--- src/inc/xxtfc_pkg.sv ---
/*
  Constants and carrier types for the in-band pause/resume flow control
  on the transmit side of an asynchronous serial port.
  Assumes character framing and bit timing are handled by the surrounding
  receiver and transmitter on the same system clock.
*/
package xxtfc_pkg;

  // ----------------------------------------------------------------
  // Character widths
  // ----------------------------------------------------------------
  localparam int CHAR_W = 8;
  localparam int CODE_W = 7;

  // ----------------------------------------------------------------
  // Handshake codes, 7-bit
  // ----------------------------------------------------------------
  localparam logic [CODE_W-1:0] RESUME_CODE = 7'h11;
  localparam logic [CODE_W-1:0] PAUSE_CODE = 7'h13;

  // ----------------------------------------------------------------
  // Buffer and status sizing
  // ----------------------------------------------------------------
  localparam int FIFO_DEPTH = 8;
  localparam int CNT_W = 16;

  // ----------------------------------------------------------------
  // Reset values and counter step and limit
  // ----------------------------------------------------------------
  localparam logic [CHAR_W-1:0] CHAR_RST = 8'h00;
  localparam logic [CNT_W-1:0] CNT_RST = 16'h0000;
  localparam logic [CNT_W-1:0] CNT_ONE = 16'h0001;
  localparam logic [CNT_W-1:0] CNT_MAX = 16'hffff;

  // ----------------------------------------------------------------
  // Types
  // ----------------------------------------------------------------
  typedef struct packed {
    logic valid;
    logic [CHAR_W-1:0] data;
  } xxtfc_char_t;

  typedef enum logic [1:0] {
    XXTFC_RUN = 2'b00,
    XXTFC_HALT = 2'b01
  } xxtfc_state_t;

endpackage

--- src/rtl/xxtfc_fifo.sv ---
/*
  Synchronous FIFO with valid/ready on both sides, width and depth set by
  parameters. Flags come from registers so that ready and valid are glitch
  free toward both neighbours.
  Assumes one clock and a synchronous active-high reset.
*/
`timescale 1ns/100ps
module xxtfc_fifo #(
  parameter int WIDTH = 8,
  parameter int DEPTH = 8
) (
  input wire logic clock,
  input wire logic srst,
  input wire logic [WIDTH-1:0] in_data,
  input wire logic in_valid,
  output logic in_ready,
  output logic [WIDTH-1:0] out_data,
  output logic out_valid,
  input wire logic out_ready
);

  localparam int AW = (DEPTH > 1) ? $clog2(DEPTH) : 1;
  localparam logic [AW-1:0] PTR_LAST = AW'(DEPTH - 1);
  localparam logic [AW-1:0] PTR_ZERO = '0;
  localparam logic [AW:0] CNT_FULL = (AW + 1)'(DEPTH);
  localparam logic [AW:0] CNT_ZERO = '0;
  localparam logic [AW:0] CNT_ONE = (AW + 1)'(1);

  logic [WIDTH-1:0] mem [DEPTH];
  logic [AW-1:0] wr_ptr_ff;
  logic [AW-1:0] rd_ptr_ff;
  logic [AW:0] count_ff;
  logic [AW:0] nxt_count;
  logic in_ready_ff;
  logic empty_ff;
  logic push;
  logic pop;

  assign push = in_valid & in_ready_ff;
  assign pop = out_ready & ~empty_ff;
  // Ready is its own register so the port comes straight from a flop
  assign in_ready = in_ready_ff;
  assign out_valid = ~empty_ff;
  assign out_data = mem[rd_ptr_ff];

  always_comb begin
    nxt_count = count_ff;
    if (push && !pop) begin
      nxt_count = count_ff + CNT_ONE;
    end else if (pop && !push) begin
      nxt_count = count_ff - CNT_ONE;
    end
  end

  always_ff @(posedge clock) begin
    if (push) begin
      mem[wr_ptr_ff] <= in_data;
    end
  end

  always_ff @(posedge clock) begin
    if (srst) begin
      wr_ptr_ff <= PTR_ZERO;
      rd_ptr_ff <= PTR_ZERO;
    end else begin
      if (push) begin
        wr_ptr_ff <= (wr_ptr_ff == PTR_LAST) ? PTR_ZERO : wr_ptr_ff + AW'(1);
      end
      if (pop) begin
        rd_ptr_ff <= (rd_ptr_ff == PTR_LAST) ? PTR_ZERO : rd_ptr_ff + AW'(1);
      end
    end
  end

  always_ff @(posedge clock) begin
    if (srst) begin
      count_ff <= CNT_ZERO;
      in_ready_ff <= 1'b1;
      empty_ff <= 1'b1;
    end else begin
      count_ff <= nxt_count;
      in_ready_ff <= (nxt_count != CNT_FULL);
      empty_ff <= (nxt_count == CNT_ZERO);
    end
  end

endmodule

--- src/rtl/xxtfc_top.sv ---
/*
  Transmit-side software flow control. Outgoing characters are buffered,
  then handed one at a time to the serial transmitter; received characters
  are watched for the pause and resume codes, which gate the hand-over.
  Assumes the receiver delivers whole characters as one-cycle strobes and
  the transmitter takes a character into its shifter on valid and ready,
  both on this clock.
*/
`timescale 1ns/100ps
module xxtfc_top
  import xxtfc_pkg::*;
#(
  parameter int DEPTH = FIFO_DEPTH,
  parameter bit FILTER_CODES = 1'b1
) (
  input wire logic clock,
  input wire logic srst,
  input wire logic flow_en,
  input wire logic [CHAR_W-1:0] in_data,
  input wire logic in_valid,
  output logic in_ready,
  input xxtfc_char_t rx_char,
  output xxtfc_char_t rx_out,
  output logic [CHAR_W-1:0] tx_char_data,
  output logic tx_char_valid,
  input wire logic tx_char_ready,
  input wire logic tx_busy,
  output logic halted,
  output logic line_quiet,
  output logic stray_resume,
  output logic [CNT_W-1:0] pause_cnt,
  output logic [CNT_W-1:0] stray_cnt
);

  // ----------------------------------------------------------------
  // Outgoing buffer
  // ----------------------------------------------------------------
  logic [CHAR_W-1:0] f_data;
  logic f_valid;
  logic f_ready;

  xxtfc_fifo #(
    .WIDTH(CHAR_W),
    .DEPTH(DEPTH)
  ) u_fifo (
    .clock(clock),
    .srst(srst),
    .in_data(in_data),
    .in_valid(in_valid),
    .in_ready(in_ready),
    .out_data(f_data),
    .out_valid(f_valid),
    .out_ready(f_ready)
  );

  // ----------------------------------------------------------------
  // Handshake code recognition
  // ----------------------------------------------------------------
  logic is_resume;
  logic is_pause;

  // Parity or eighth bit is ignored; the codes are 7-bit
  assign is_resume = flow_en & rx_char.valid
                     & (rx_char.data[CODE_W-1:0] == RESUME_CODE);
  assign is_pause = flow_en & rx_char.valid
                    & (rx_char.data[CODE_W-1:0] == PAUSE_CODE);

  // ----------------------------------------------------------------
  // Pause/resume state
  // ----------------------------------------------------------------
  xxtfc_state_t state_ff;
  xxtfc_state_t nxt_state;
  logic nxt_halted;
  logic stray;

  always_comb begin
    nxt_state = state_ff;
    stray = 1'b0;
    case (state_ff)
      XXTFC_RUN: begin
        if (is_pause) begin
          nxt_state = XXTFC_HALT;
        end else if (is_resume) begin
          stray = 1'b1;
        end
      end
      XXTFC_HALT: begin
        if (is_resume) begin
          nxt_state = XXTFC_RUN;
        end
      end
      default: begin
        nxt_state = XXTFC_RUN;
      end
    endcase
    // Dropping flow control must never leave the sender stuck
    if (!flow_en) begin
      nxt_state = XXTFC_RUN;
    end
  end

  assign nxt_halted = (nxt_state == XXTFC_HALT);

  always_ff @(posedge clock) begin
    if (srst) begin
      state_ff <= XXTFC_RUN;
    end else begin
      state_ff <= nxt_state;
    end
  end

  // ----------------------------------------------------------------
  // Character hand-over to the transmitter
  // ----------------------------------------------------------------
  // One character is held here between the buffer and the shifter. While
  // halted it stays held and is offered again on resume, so the stream
  // picks up exactly where it stopped.
  logic pend_ff;
  logic tx_valid_ff;
  logic [CHAR_W-1:0] tx_data_ff;
  logic xfer;
  logic load;
  logic nxt_pend;

  // A character taken in the same cycle as the pause is already committed
  assign xfer = tx_valid_ff & tx_char_ready;
  assign load = f_valid & (~pend_ff | xfer);
  assign f_ready = ~pend_ff | xfer;
  assign nxt_pend = load | (pend_ff & ~xfer);

  always_ff @(posedge clock) begin
    if (srst) begin
      pend_ff <= 1'b0;
    end else begin
      pend_ff <= nxt_pend;
    end
  end

  always_ff @(posedge clock) begin
    if (srst) begin
      tx_data_ff <= CHAR_RST;
    end else if (load) begin
      tx_data_ff <= f_data;
    end
  end

  // Offer is withdrawn while halted; the held character is not lost
  always_ff @(posedge clock) begin
    if (srst) begin
      tx_valid_ff <= 1'b0;
    end else begin
      tx_valid_ff <= nxt_pend & ~nxt_halted;
    end
  end

  assign tx_char_data = tx_data_ff;
  assign tx_char_valid = tx_valid_ff;

  // ----------------------------------------------------------------
  // Received data passed on
  // ----------------------------------------------------------------
  logic drop_code;

  assign drop_code = FILTER_CODES & (is_pause | is_resume);

  always_ff @(posedge clock) begin
    if (srst) begin
      rx_out <= '{valid: 1'b0, data: CHAR_RST};
    end else begin
      rx_out.valid <= rx_char.valid & ~drop_code;
      if (rx_char.valid) begin
        rx_out.data <= rx_char.data;
      end
    end
  end

  // ----------------------------------------------------------------
  // Status
  // ----------------------------------------------------------------
  logic halted_ff;
  logic line_quiet_ff;
  logic stray_ff;
  logic [CNT_W-1:0] pause_cnt_ff;
  logic [CNT_W-1:0] stray_cnt_ff;

  always_ff @(posedge clock) begin
    if (srst) begin
      halted_ff <= 1'b0;
      stray_ff <= 1'b0;
    end else begin
      halted_ff <= nxt_halted;
      stray_ff <= stray;
    end
  end

  // Quiet means halted and the shifter has drained its last character
  always_ff @(posedge clock) begin
    if (srst) begin
      line_quiet_ff <= 1'b0;
    end else begin
      line_quiet_ff <= nxt_halted & ~tx_busy & ~xfer;
    end
  end

  // Counters saturate rather than wrap, so a busy link never reads low
  always_ff @(posedge clock) begin
    if (srst) begin
      pause_cnt_ff <= CNT_RST;
    end else if (is_pause && state_ff == XXTFC_RUN && pause_cnt_ff != CNT_MAX) begin
      pause_cnt_ff <= pause_cnt_ff + CNT_ONE;
    end
  end

  always_ff @(posedge clock) begin
    if (srst) begin
      stray_cnt_ff <= CNT_RST;
    end else if (stray && stray_cnt_ff != CNT_MAX) begin
      stray_cnt_ff <= stray_cnt_ff + CNT_ONE;
    end
  end

  assign halted = halted_ff;
  assign line_quiet = line_quiet_ff;
  assign stray_resume = stray_ff;
  assign pause_cnt = pause_cnt_ff;
  assign stray_cnt = stray_cnt_ff;

endmodule

--- config.mk ---
export PLATFORM = sky130hd
export DESIGN_NAME = xxtfc_top
export DESIGN_NICKNAME = d
export VERILOG_FILES = /design/src/inc/xxtfc_pkg.sv /design/src/rtl/xxtfc_fifo.sv /design/src/rtl/xxtfc_top.sv
export SDC_FILE = /design/constraint.sdc
export NUM_CORES = 1
export LEC_CHECK = 0
export BUFFER_PORTS_ARGS = -buffer_cell sky130_fd_sc_hd__buf_2
export CAP_MARGIN = 0
export CORE_MARGIN = 4
export CORE_UTILIZATION = 50
export CTS_CLUSTER_DIAMETER = 120
export CTS_CLUSTER_SIZE = 40
export DETAILED_ROUTE_END_ITERATION = 6
export PLACE_DENSITY = 0.75
export SETUP_SLACK_MARGIN = 0.1
export SKIP_CTS_REPAIR_TIMING = 1
export SYNTH_ARGS = -nofsm -noshare
export SYNTH_HDL_FRONTEND = slang
export SYNTH_SLANG_ARGS = --single-unit
--- constraint.sdc ---
create_clock -name clock -period 2.7 [get_ports clock]
set_input_delay 0.54 -clock clock [delete_from_list [all_inputs] [get_ports clock]]
set_output_delay 0.54 -clock clock [all_outputs]
set_load 0.05 [all_outputs]
==> results of run 1 <==
-- layout make-up --
| cell class | count | area (µm²) | area share |
|---|---|---|---|
| Clock buffer | 17 | 414 | 0.0624 |
| Clock inverter | 15 | 131 | 0.0198 |
| Inverter | 10 | 37.5 | 0.00566 |
| Multi-Input combinational cell | 276 | 2070 | 0.312 |
| Sequential cell | 132 | 3280 | 0.495 |
| Tap cell | 136 | 170 | 0.0257 |
| Timing Repair Buffer | 96 | 531 | 0.0800 |
-- metal layers --
layer  track usage  up-vias  wire length (µm)
met5             0        -                 0
met4        0.0489        0                94
met3        0.0593        8               568
met2         0.296       99              5550
met1         0.237     1855              4840
li1              -     1817                 -
-- placed cells by master, fill, tap and decap left out, types with 17 or more instances in the layout --
| cell type | netlist | layout |
|---|---|---|
| buf_2 | 6 | 76 |
| buf_4 | 0 | 20 |
| dfxtp_1 | 68 | 68 |
| edfxtp_1 | 64 | 64 |
| mux2i_1 | 18 | 18 |
| nand2_1 | 25 | 25 |
| nand3_1 | 17 | 17 |
| nor2_1 | 56 | 56 |
| xnor2_1 | 25 | 25 |
-- power by group --
part | total [W] | switching [W] | internal, W
Sequential | 0.00236 | 0.000105 | 0.00225
Clock | 0.00208 | 0.000861 | 0.00122
Combinational | 0.00107 | 0.000656 | 0.000418
Total | 0.00551 | 0.00162 | 0.00389
-- stage by stage --
step	total power, W	std cells
finish	0.00551	682
global route	0.00578	682
CTS	0.00557	682
detailed placement	0.00348	650
global placement	0.00344	650
floorplan	0.00320	437
-- cells by family after synthesis --
group                      after synthesis  synth area share
xor gates and xnor gates                28            0.0448
other                                    1          0.000685
muxes                                   35             0.101
and+or+nand+nor                        155             0.146
buffers and inverters                   29            0.0226
adders and majority gates                8            0.0183
AOI/OAI and AO/OA                       49            0.0672
DFF                                    132             0.600
-- worst max-delay path: stages (launching register included) --
cell,delay (ns)
dfxtp_1,0.42
and4_1,0.29
and3_1,0.54
nand2b_4,0.09
nor4b_1,0.34
mux2_2,0.37
-- sequential cells by signal, summed over array words and instances (netlist names) --
name,count
rx_out,9
halted,1
u_fifo.rd_ptr_ff,3
tx_char_valid,1
u_fifo.empty_ff,1
tx_char_data,8
pend_ff,1
u_fifo.mem,64
stray_resume,1
state_ff,2
u_fifo.wr_ptr_ff,3
pause_cnt,16
u_fifo.count_ff,4
line_quiet,1
stray_cnt,16
u_fifo.in_ready,1
-- final timing paths --
check,slack [ns],depth (start not counted),endpoint,startpoint
max,0.53,5,pause_cnt[13],pause_cnt[7]
min reg2reg,0.49,2,rx_out[1],rx_out[1]
min,0.27,3,rx_out[7],rx_char[7]
max reg2reg,0.53,5,pause_cnt[13],pause_cnt[7]
==> flow_summary.toml, run 1 <==
[synth]
synth_commonest_cells = "dfxtp_1, edfxtp_1, nor2_1"
synth_area_leaders = "edfxtp_1, dfxtp_1, mux4_2, xnor2_1, nor2_1"
syn_inst = 437
synth_top_area_frac = 0.351
netlist_area_um2 = 5470
ys_seq_area_frac = 0.600
synth_flop_cell = "dfxtp_1"
synthArstFlopShare = 0
yosysMostFrequentCell = "dfxtp_1"
yosysUniqueCellTypes = 55
synth_edf_count = 64
ys_warn_count = 0
syn_nets = 468
yosys.area.top_type = "edfxtp_1"
syn_avg_cell_area_um2 = 12.5
synth-seq-cells = 132

[floorplanning]
dieArea_um2 = 12700
coreArea_um2 = 10500
die_w_um = 113
core.rowCount = 37
start_util = 0.521
io_pins = 77
die_h_um = 113

[clock_network]
clock_sinks = 132
clkTransAtPathRegs_ns = 0.06
cts_made_buffers = 17
root_buffer = "clkbuf_8"
clock_path_buffers = 2
cts_tree = "yes"
cts_max_level = 4
clock_latency_ns = 0.52

[placement]
detailed_place_hpwl_mm = 7.59
place_ws_ns = 0.399
postPlaceCellArea_um2 = 6090
globalplace.congestion = 0.844
port_buffers = 76

[sta]
rsz0062_at_grt = "no"
slew_viol_final = 0
worst_pin_slew_ns = 0.679
finalHoldViolations = 0
fin_skew_ns = 0.00738
clock.fmax_mhz = 461
slew_headroom = 0.547
period_minus_slack_ns = 2.17
min_period_over_period = 0.804
setup_ws_ns = 0.529
setup_viol = 0
hold_slack_ns = 0.269
setup_tns_ns = 0

[finish]
final_cell_area_um2 = 6630
fillCellCount = 804
area.growth.synth_to_final_pct = 21.2
finalNetCount = 564
drive_above_1_share = 0.282
finish.utilization = 0.631
antennaDiodeCount = 0

[setup_path]
start_kind = "register"
crit_arrival_ns = 2.58
worstPathRequired_ns = 3.11
critPathCaptureType = "register"
path_class = "reg -> reg"
path_max_fanout = 12

[global_route]
grt_overflow = 0
grt_pass1_wl_mm = 18.2
antenna_found_initial = 0
grt_pass1_vias = 3581
grt_usage = 0.182
grt_max_degree = 30

[detailed_routing]
drt-wirelength-per-cell_um = 16.2
drt_first_pass_iters = 5
drc = 0
vias = 3779
drtIter0Drc = 345
viasPerCell = 5.54
routed_wirelength_mm = 11.1
ant_nets = 0

[pwr]
p_leak_nw = 2.47
power-per-cell-area_nw_per_um2 = 831
ir_drop_v = 0.000676

[flow_run]
cap_violations = 0

[worst_hold_path]
hold_class = "in -> reg"

[status]
status = "finished, final reports clean"
Power figures use the tool's default switching activity.
==> run 2, diff against run 1 <==
PLACE_DENSITY = 0.78   (was 0.75)
clock period = 1.75 ns   (was 2.7 ns; I/O delays follow)
==> flow_summary.toml, run 2 (same netlist as run 1, synthesis figures left out) <==
[setup_path]
crit_arrival_ns = 2.05
r2r_end = "stray_cnt[12]"
path_max_fanout = 4
worstPathRequired_ns = 2.17
critPathCaptureType = "register"
start_kind = "register"
path_class = "reg -> reg"
r2r_slack_ns = 0.12
rr_worst_depth = 7
r2r-start = "stray_cnt[0]"

[pwr]
p_leak_nw = 2.68
power-per-cell-area_nw_per_um2 = 1240
ir_drop_v = 0.00116

[finish]
finalNonFillerCells = 703
antennaDiodeCount = 0
finalNetCount = 585
layout_commonest_cell = "buf_2"
drive_above_1_share = 0.418
largest_reg_flops = 64
final_cell_area_um2 = 7190
area.growth.synth_to_final_pct = 31.4
final_cell_mix = "buf_2, edfxtp_1, nor2_1"
finish.utilization = 0.684
regMostFlops = "u_fifo.mem"

[sta]
period_minus_slack_ns = 1.63
worst_pin_slew_ns = 0.568
slew_headroom = 0.621
fin_skew_ns = 0.00899
slew_viol_final = 0
rsz0062_at_grt = "yes"
min_period_over_period = 0.933
finalHoldViolations = 0
clock.fmax_mhz = 613
setup_ws_ns = 0.118
setup_viol = 0

[status]
status = "finished, final reports clean"

[global_route]
grt_overflow = 0
grt_max_degree = 25
grt_pass1_wl_mm = 20.0
grt_usage = 0.201
antenna_found_initial = 0
grt_pass1_vias = 3918

[placement]
place_ws_ns = -0.142
dp_cells = 668
postPlaceCellArea_um2 = 6500
globalplace.congestion = 0.821
detailed_place_hpwl_mm = 8.14
port_buffers = 76

[worst_hold_path]
hold_start = "rx_char[7]"
min_to = "rx_out[7]"
whs_path_depth = 3
hold_class = "in -> reg"

[clock_network]
clock_sinks = 132
root_buffer = "clkbuf_8"
clkTransAtPathRegs_ns = 0.06
cts_tree = "yes"
cts_made_buffers = 17
clock_path_buffers = 2
cts_max_level = 4
clock_latency_ns = 0.53

[floorplanning]
dieArea_um2 = 12700
core.rowCount = 37
die_h_um = 113
start_util = 0.521
die_w_um = 113
io_pins = 77
coreArea_um2 = 10500

[detailed_routing]
drt_first_pass_iters = 5
drc = 0
drtIter0Drc = 352
ant_nets = 0
routed_wirelength_mm = 12.4
drt-wirelength-per-cell_um = 17.7
vias = 3940
viasPerCell = 5.60

[flow_run]
cap_violations = 0
-- run 2: cell count changes in the layout (fill, tap and decap cells not counted), sizes merged --
cell      delta
clkinv       +1
bufinv       +1
clkinvlp     -3
buf         +21
inv          +1
-- run 2: through the flow --
stage	power [W]	hold slack (ns)	setup TNS, ns
final	0.00894	0.0597	0
after global routing	0.00935	0.0455	0
after CTS	0.00895	0.0331	-0.00141
after detailed placement	0.00545	0.483	-1.32
after global placement	0.00537	0.471	-0.567
after floorplan	0.00495	0.449	-0.00277
-- run 2: worst max path at each step --
stage,from,to,slack (ns),cells past startpoint
finish,stray_cnt[0],stray_cnt[12],0.12,7
CTS,state_ff[0],stray_cnt[12],-0.001,5
global route,state_ff[0],stray_cnt[12],0.06,5
global placement,rx_char[6],pause_cnt[14],-0.09,7
floorplan,rx_char[6],pause_cnt[13],-0.003,5
detailed placement,rx_char[6],pause_cnt[14],-0.14,7
-- run 2: worst max-delay path, stage by stage, from the launching register on --
cell and delay (ns):
dfxtp_4 0.35, ha_1 0.23, nand3_1 0.15, nor4_4 0.05
buf_4 0.16, nor4_2 0.36, xnor2_1 0.17, nor2_1 0.05
-- run 2: where the power goes --
| group | switching (W) | total (W) | leakage, nW | internal, W |
|---|---|---|---|---|
| Clock | 0.00139 | 0.00346 | 0.284 | 0.00207 |
| Sequential | 0.000182 | 0.00363 | 1.16 | 0.00344 |
| Combinational | 0.00111 | 0.00186 | 1.23 | 0.000745 |
| Total | 0.00269 | 0.00894 | 2.68 | 0.00625 |
-- run 2: layer usage --
metal / global-route usage / wire length [µm]
met5: 0 / 0
met1: 0.249 / 5070
met3: 0.0561 / 715
met4: 0.0897 / 185
met2: 0.329 / 6460
-- run 2: final cells by class --
| class | count | area (µm²) |
|---|---|---|
| flip-flops and latches | 132 | 3380 |
| fillers | 702 | 3320 |
| multi-input cells | 276 | 2270 |
| repair buffers | 117 | 738 |
| clock buffers | 17 | 414 |
| clock inverters | 15 | 175 |
| well taps | 136 | 170 |
| inverters | 10 | 37.5 |
==> run 3, diff against run 2 <==
PLACE_DENSITY = 0.75   (was 0.78)
clock period = 2 ns   (was 1.75 ns; I/O delays follow)
==> flow_summary.toml, run 3 (same netlist as run 1, synthesis figures left out) <==
[finish]
final_cell_area_um2 = 6790
area.growth.synth_to_final_pct = 24.0
regMostFlops = "u_fifo.mem"
antennaDiodeCount = 0
multi_input_area_um2 = 2120
layout_commonest_cell = "buf_2"
finalNetCount = 567
drive_above_1_share = 0.344
final_cell_mix = "buf_2, edfxtp_1, nor2_1"
register_area_um2 = 3310
fillCellCount = 789
largest_reg_flops = 64

[setup_path]
worstPathRequired_ns = 2.41
start_kind = "register"
critPathCaptureType = "register"
cp_slowest_cell = "a2111o_1"
cp_slowest_stage_delay_ns = 0.49
path_class = "reg -> reg"
crit_chain = "and3_1, nand4_1, a2111o_1, xor2_1, nor2_1"
rr_worst_depth = 5
path_max_fanout = 6
cp_top_family = "simple AND/OR/NAND/NOR gates"
cp_num_buf_inv = 0
r2r_slack_ns = 0.25
r2r_end = "pause_cnt[7]"
r2r-start = "pause_cnt[2]"
crit_arrival_ns = 2.17

[status]
status = "finished, final reports clean"

[sta]
fin_skew_ns = 0.00778
slew_headroom = 0.662
slew_viol_final = 0
setup_ws_ns = 0.249
clock.fmax_mhz = 571
min_period_over_period = 0.876
setup_tns_ns = 0
worst_pin_slew_ns = 0.506
setup_viol = 0
finalHoldViolations = 0
rsz0062_at_grt = "no"
period_minus_slack_ns = 1.75

[worst_hold_path]
whs_path_depth = 3
hold_start = "rx_char[7]"
hold_class = "in -> reg"
min_to = "rx_out[7]"

[pwr]
clkPwrFrac = 0.388
power-per-cell-area_nw_per_um2 = 1130
switching_share = 0.293
p_switching_w = 0.00224
power.internal_w = 0.00541
ir_drop_v = 0.000792
total_power_w = 0.00765
seqPwrFrac = 0.416
pwr-share-comb = 0.196
p_leak_nw = 2.54

[placement]
postPlaceCellArea_um2 = 6200
globalplace.congestion = 0.847
port_buffers = 76
place_ws_ns = -0.0178
detailed_place_hpwl_mm = 7.83

[floorplanning]
die_h_um = 113
die_w_um = 113
start_util = 0.521
core.rowCount = 37
coreArea_um2 = 10500
io_pins = 77
dieArea_um2 = 12700

[clock_network]
clkTransAtPathRegs_ns = 0.06
clock_latency_ns = 0.53
clock_sinks = 132
cts_tree = "yes"
clock_path_buffers = 2
root_buffer = "clkbuf_8"
cts_made_buffers = 17
cts_max_level = 4

[global_route]
grt_pass1_vias = 3764
grt_max_degree = 27
grt_usage = 0.194
grt_pass1_wl_mm = 19.2
antenna_found_initial = 0
grt_overflow = 0

[detailed_routing]
drt_first_pass_iters = 4
drc = 0
viasPerCell = 5.57
drt-wirelength-per-cell_um = 17.2
vias = 3818
routed_wirelength_mm = 11.8
ant_nets = 0
drtIter0Drc = 316

[flow_run]
cap_violations = 0
## run 3: cell count changes in the layout (fill, tap and decap cells not counted), sizes merged
cell    change
buf        -18
inv         -1
clkinv      +1
## run 3: how the worst max path moves through the flow
stage	from	depth (start not counted)	slack, ns	end
final	pause_cnt[2]	5	0.25	pause_cnt[7]
after global routing	tx_char_valid	5	0.11	u_fifo.empty_ff
after CTS	pause_cnt[0]	5	0.13	pause_cnt[9]
after detailed placement	rx_char[3]	7	-0.02	pause_cnt[14]
after global placement	rx_char[3]	7	0.05	pause_cnt[9]
after floorplan	u_fifo.in_ready	2	0.02	u_fifo.mem[2][0]
## run 3: power groups by stage
stage               Combinational (W)  Sequential (W)  Clock [W]
floorplan                    0.000836         0.00350          0
global placement              0.00146         0.00322          0
detailed placement            0.00150         0.00323          0
CTS                           0.00152         0.00318    0.00302
global route                  0.00163         0.00321    0.00315
finish                        0.00150         0.00318    0.00297
## run 3: cell type report
class / count / share of cell area
sequential: 132 / 0.488
multi-input combinational: 276 / 0.312
timing repair buffer: 99 / 0.0852
clock buffer: 17 / 0.0610
tap: 136 / 0.0251
clock inverter: 15 / 0.0232
inverter: 10 / 0.00553
## run 3: worst min-delay path: stages
cell and delay, ns:
buf_2 0.07, mux2i_1 0.06, nor2_1 0.07
## run 3: routing by layer
| layer | up-vias | wire length, µm | GRT usage |
|---|---|---|---|
| met4 | 0 | 138 | 0.0737 |
| met3 | 12 | 597 | 0.0539 |
| met2 | 99 | 6040 | 0.319 |
| met5 | - | 0 | 0 |
| li1 | 1840 | - | - |
| met1 | 1867 | 4990 | 0.244 |
## run 3: stage by stage
step | std cells | util | hold slack (ns)
CTS | 685 | 0.645 | 0.0931
floorplan | 437 | - | 0.470
finish | 685 | 0.646 | 0.109
global placement | 653 | 0.590 | 0.471
global route | 685 | 0.646 | 0.137
detailed placement | 653 | 0.590 | 0.481
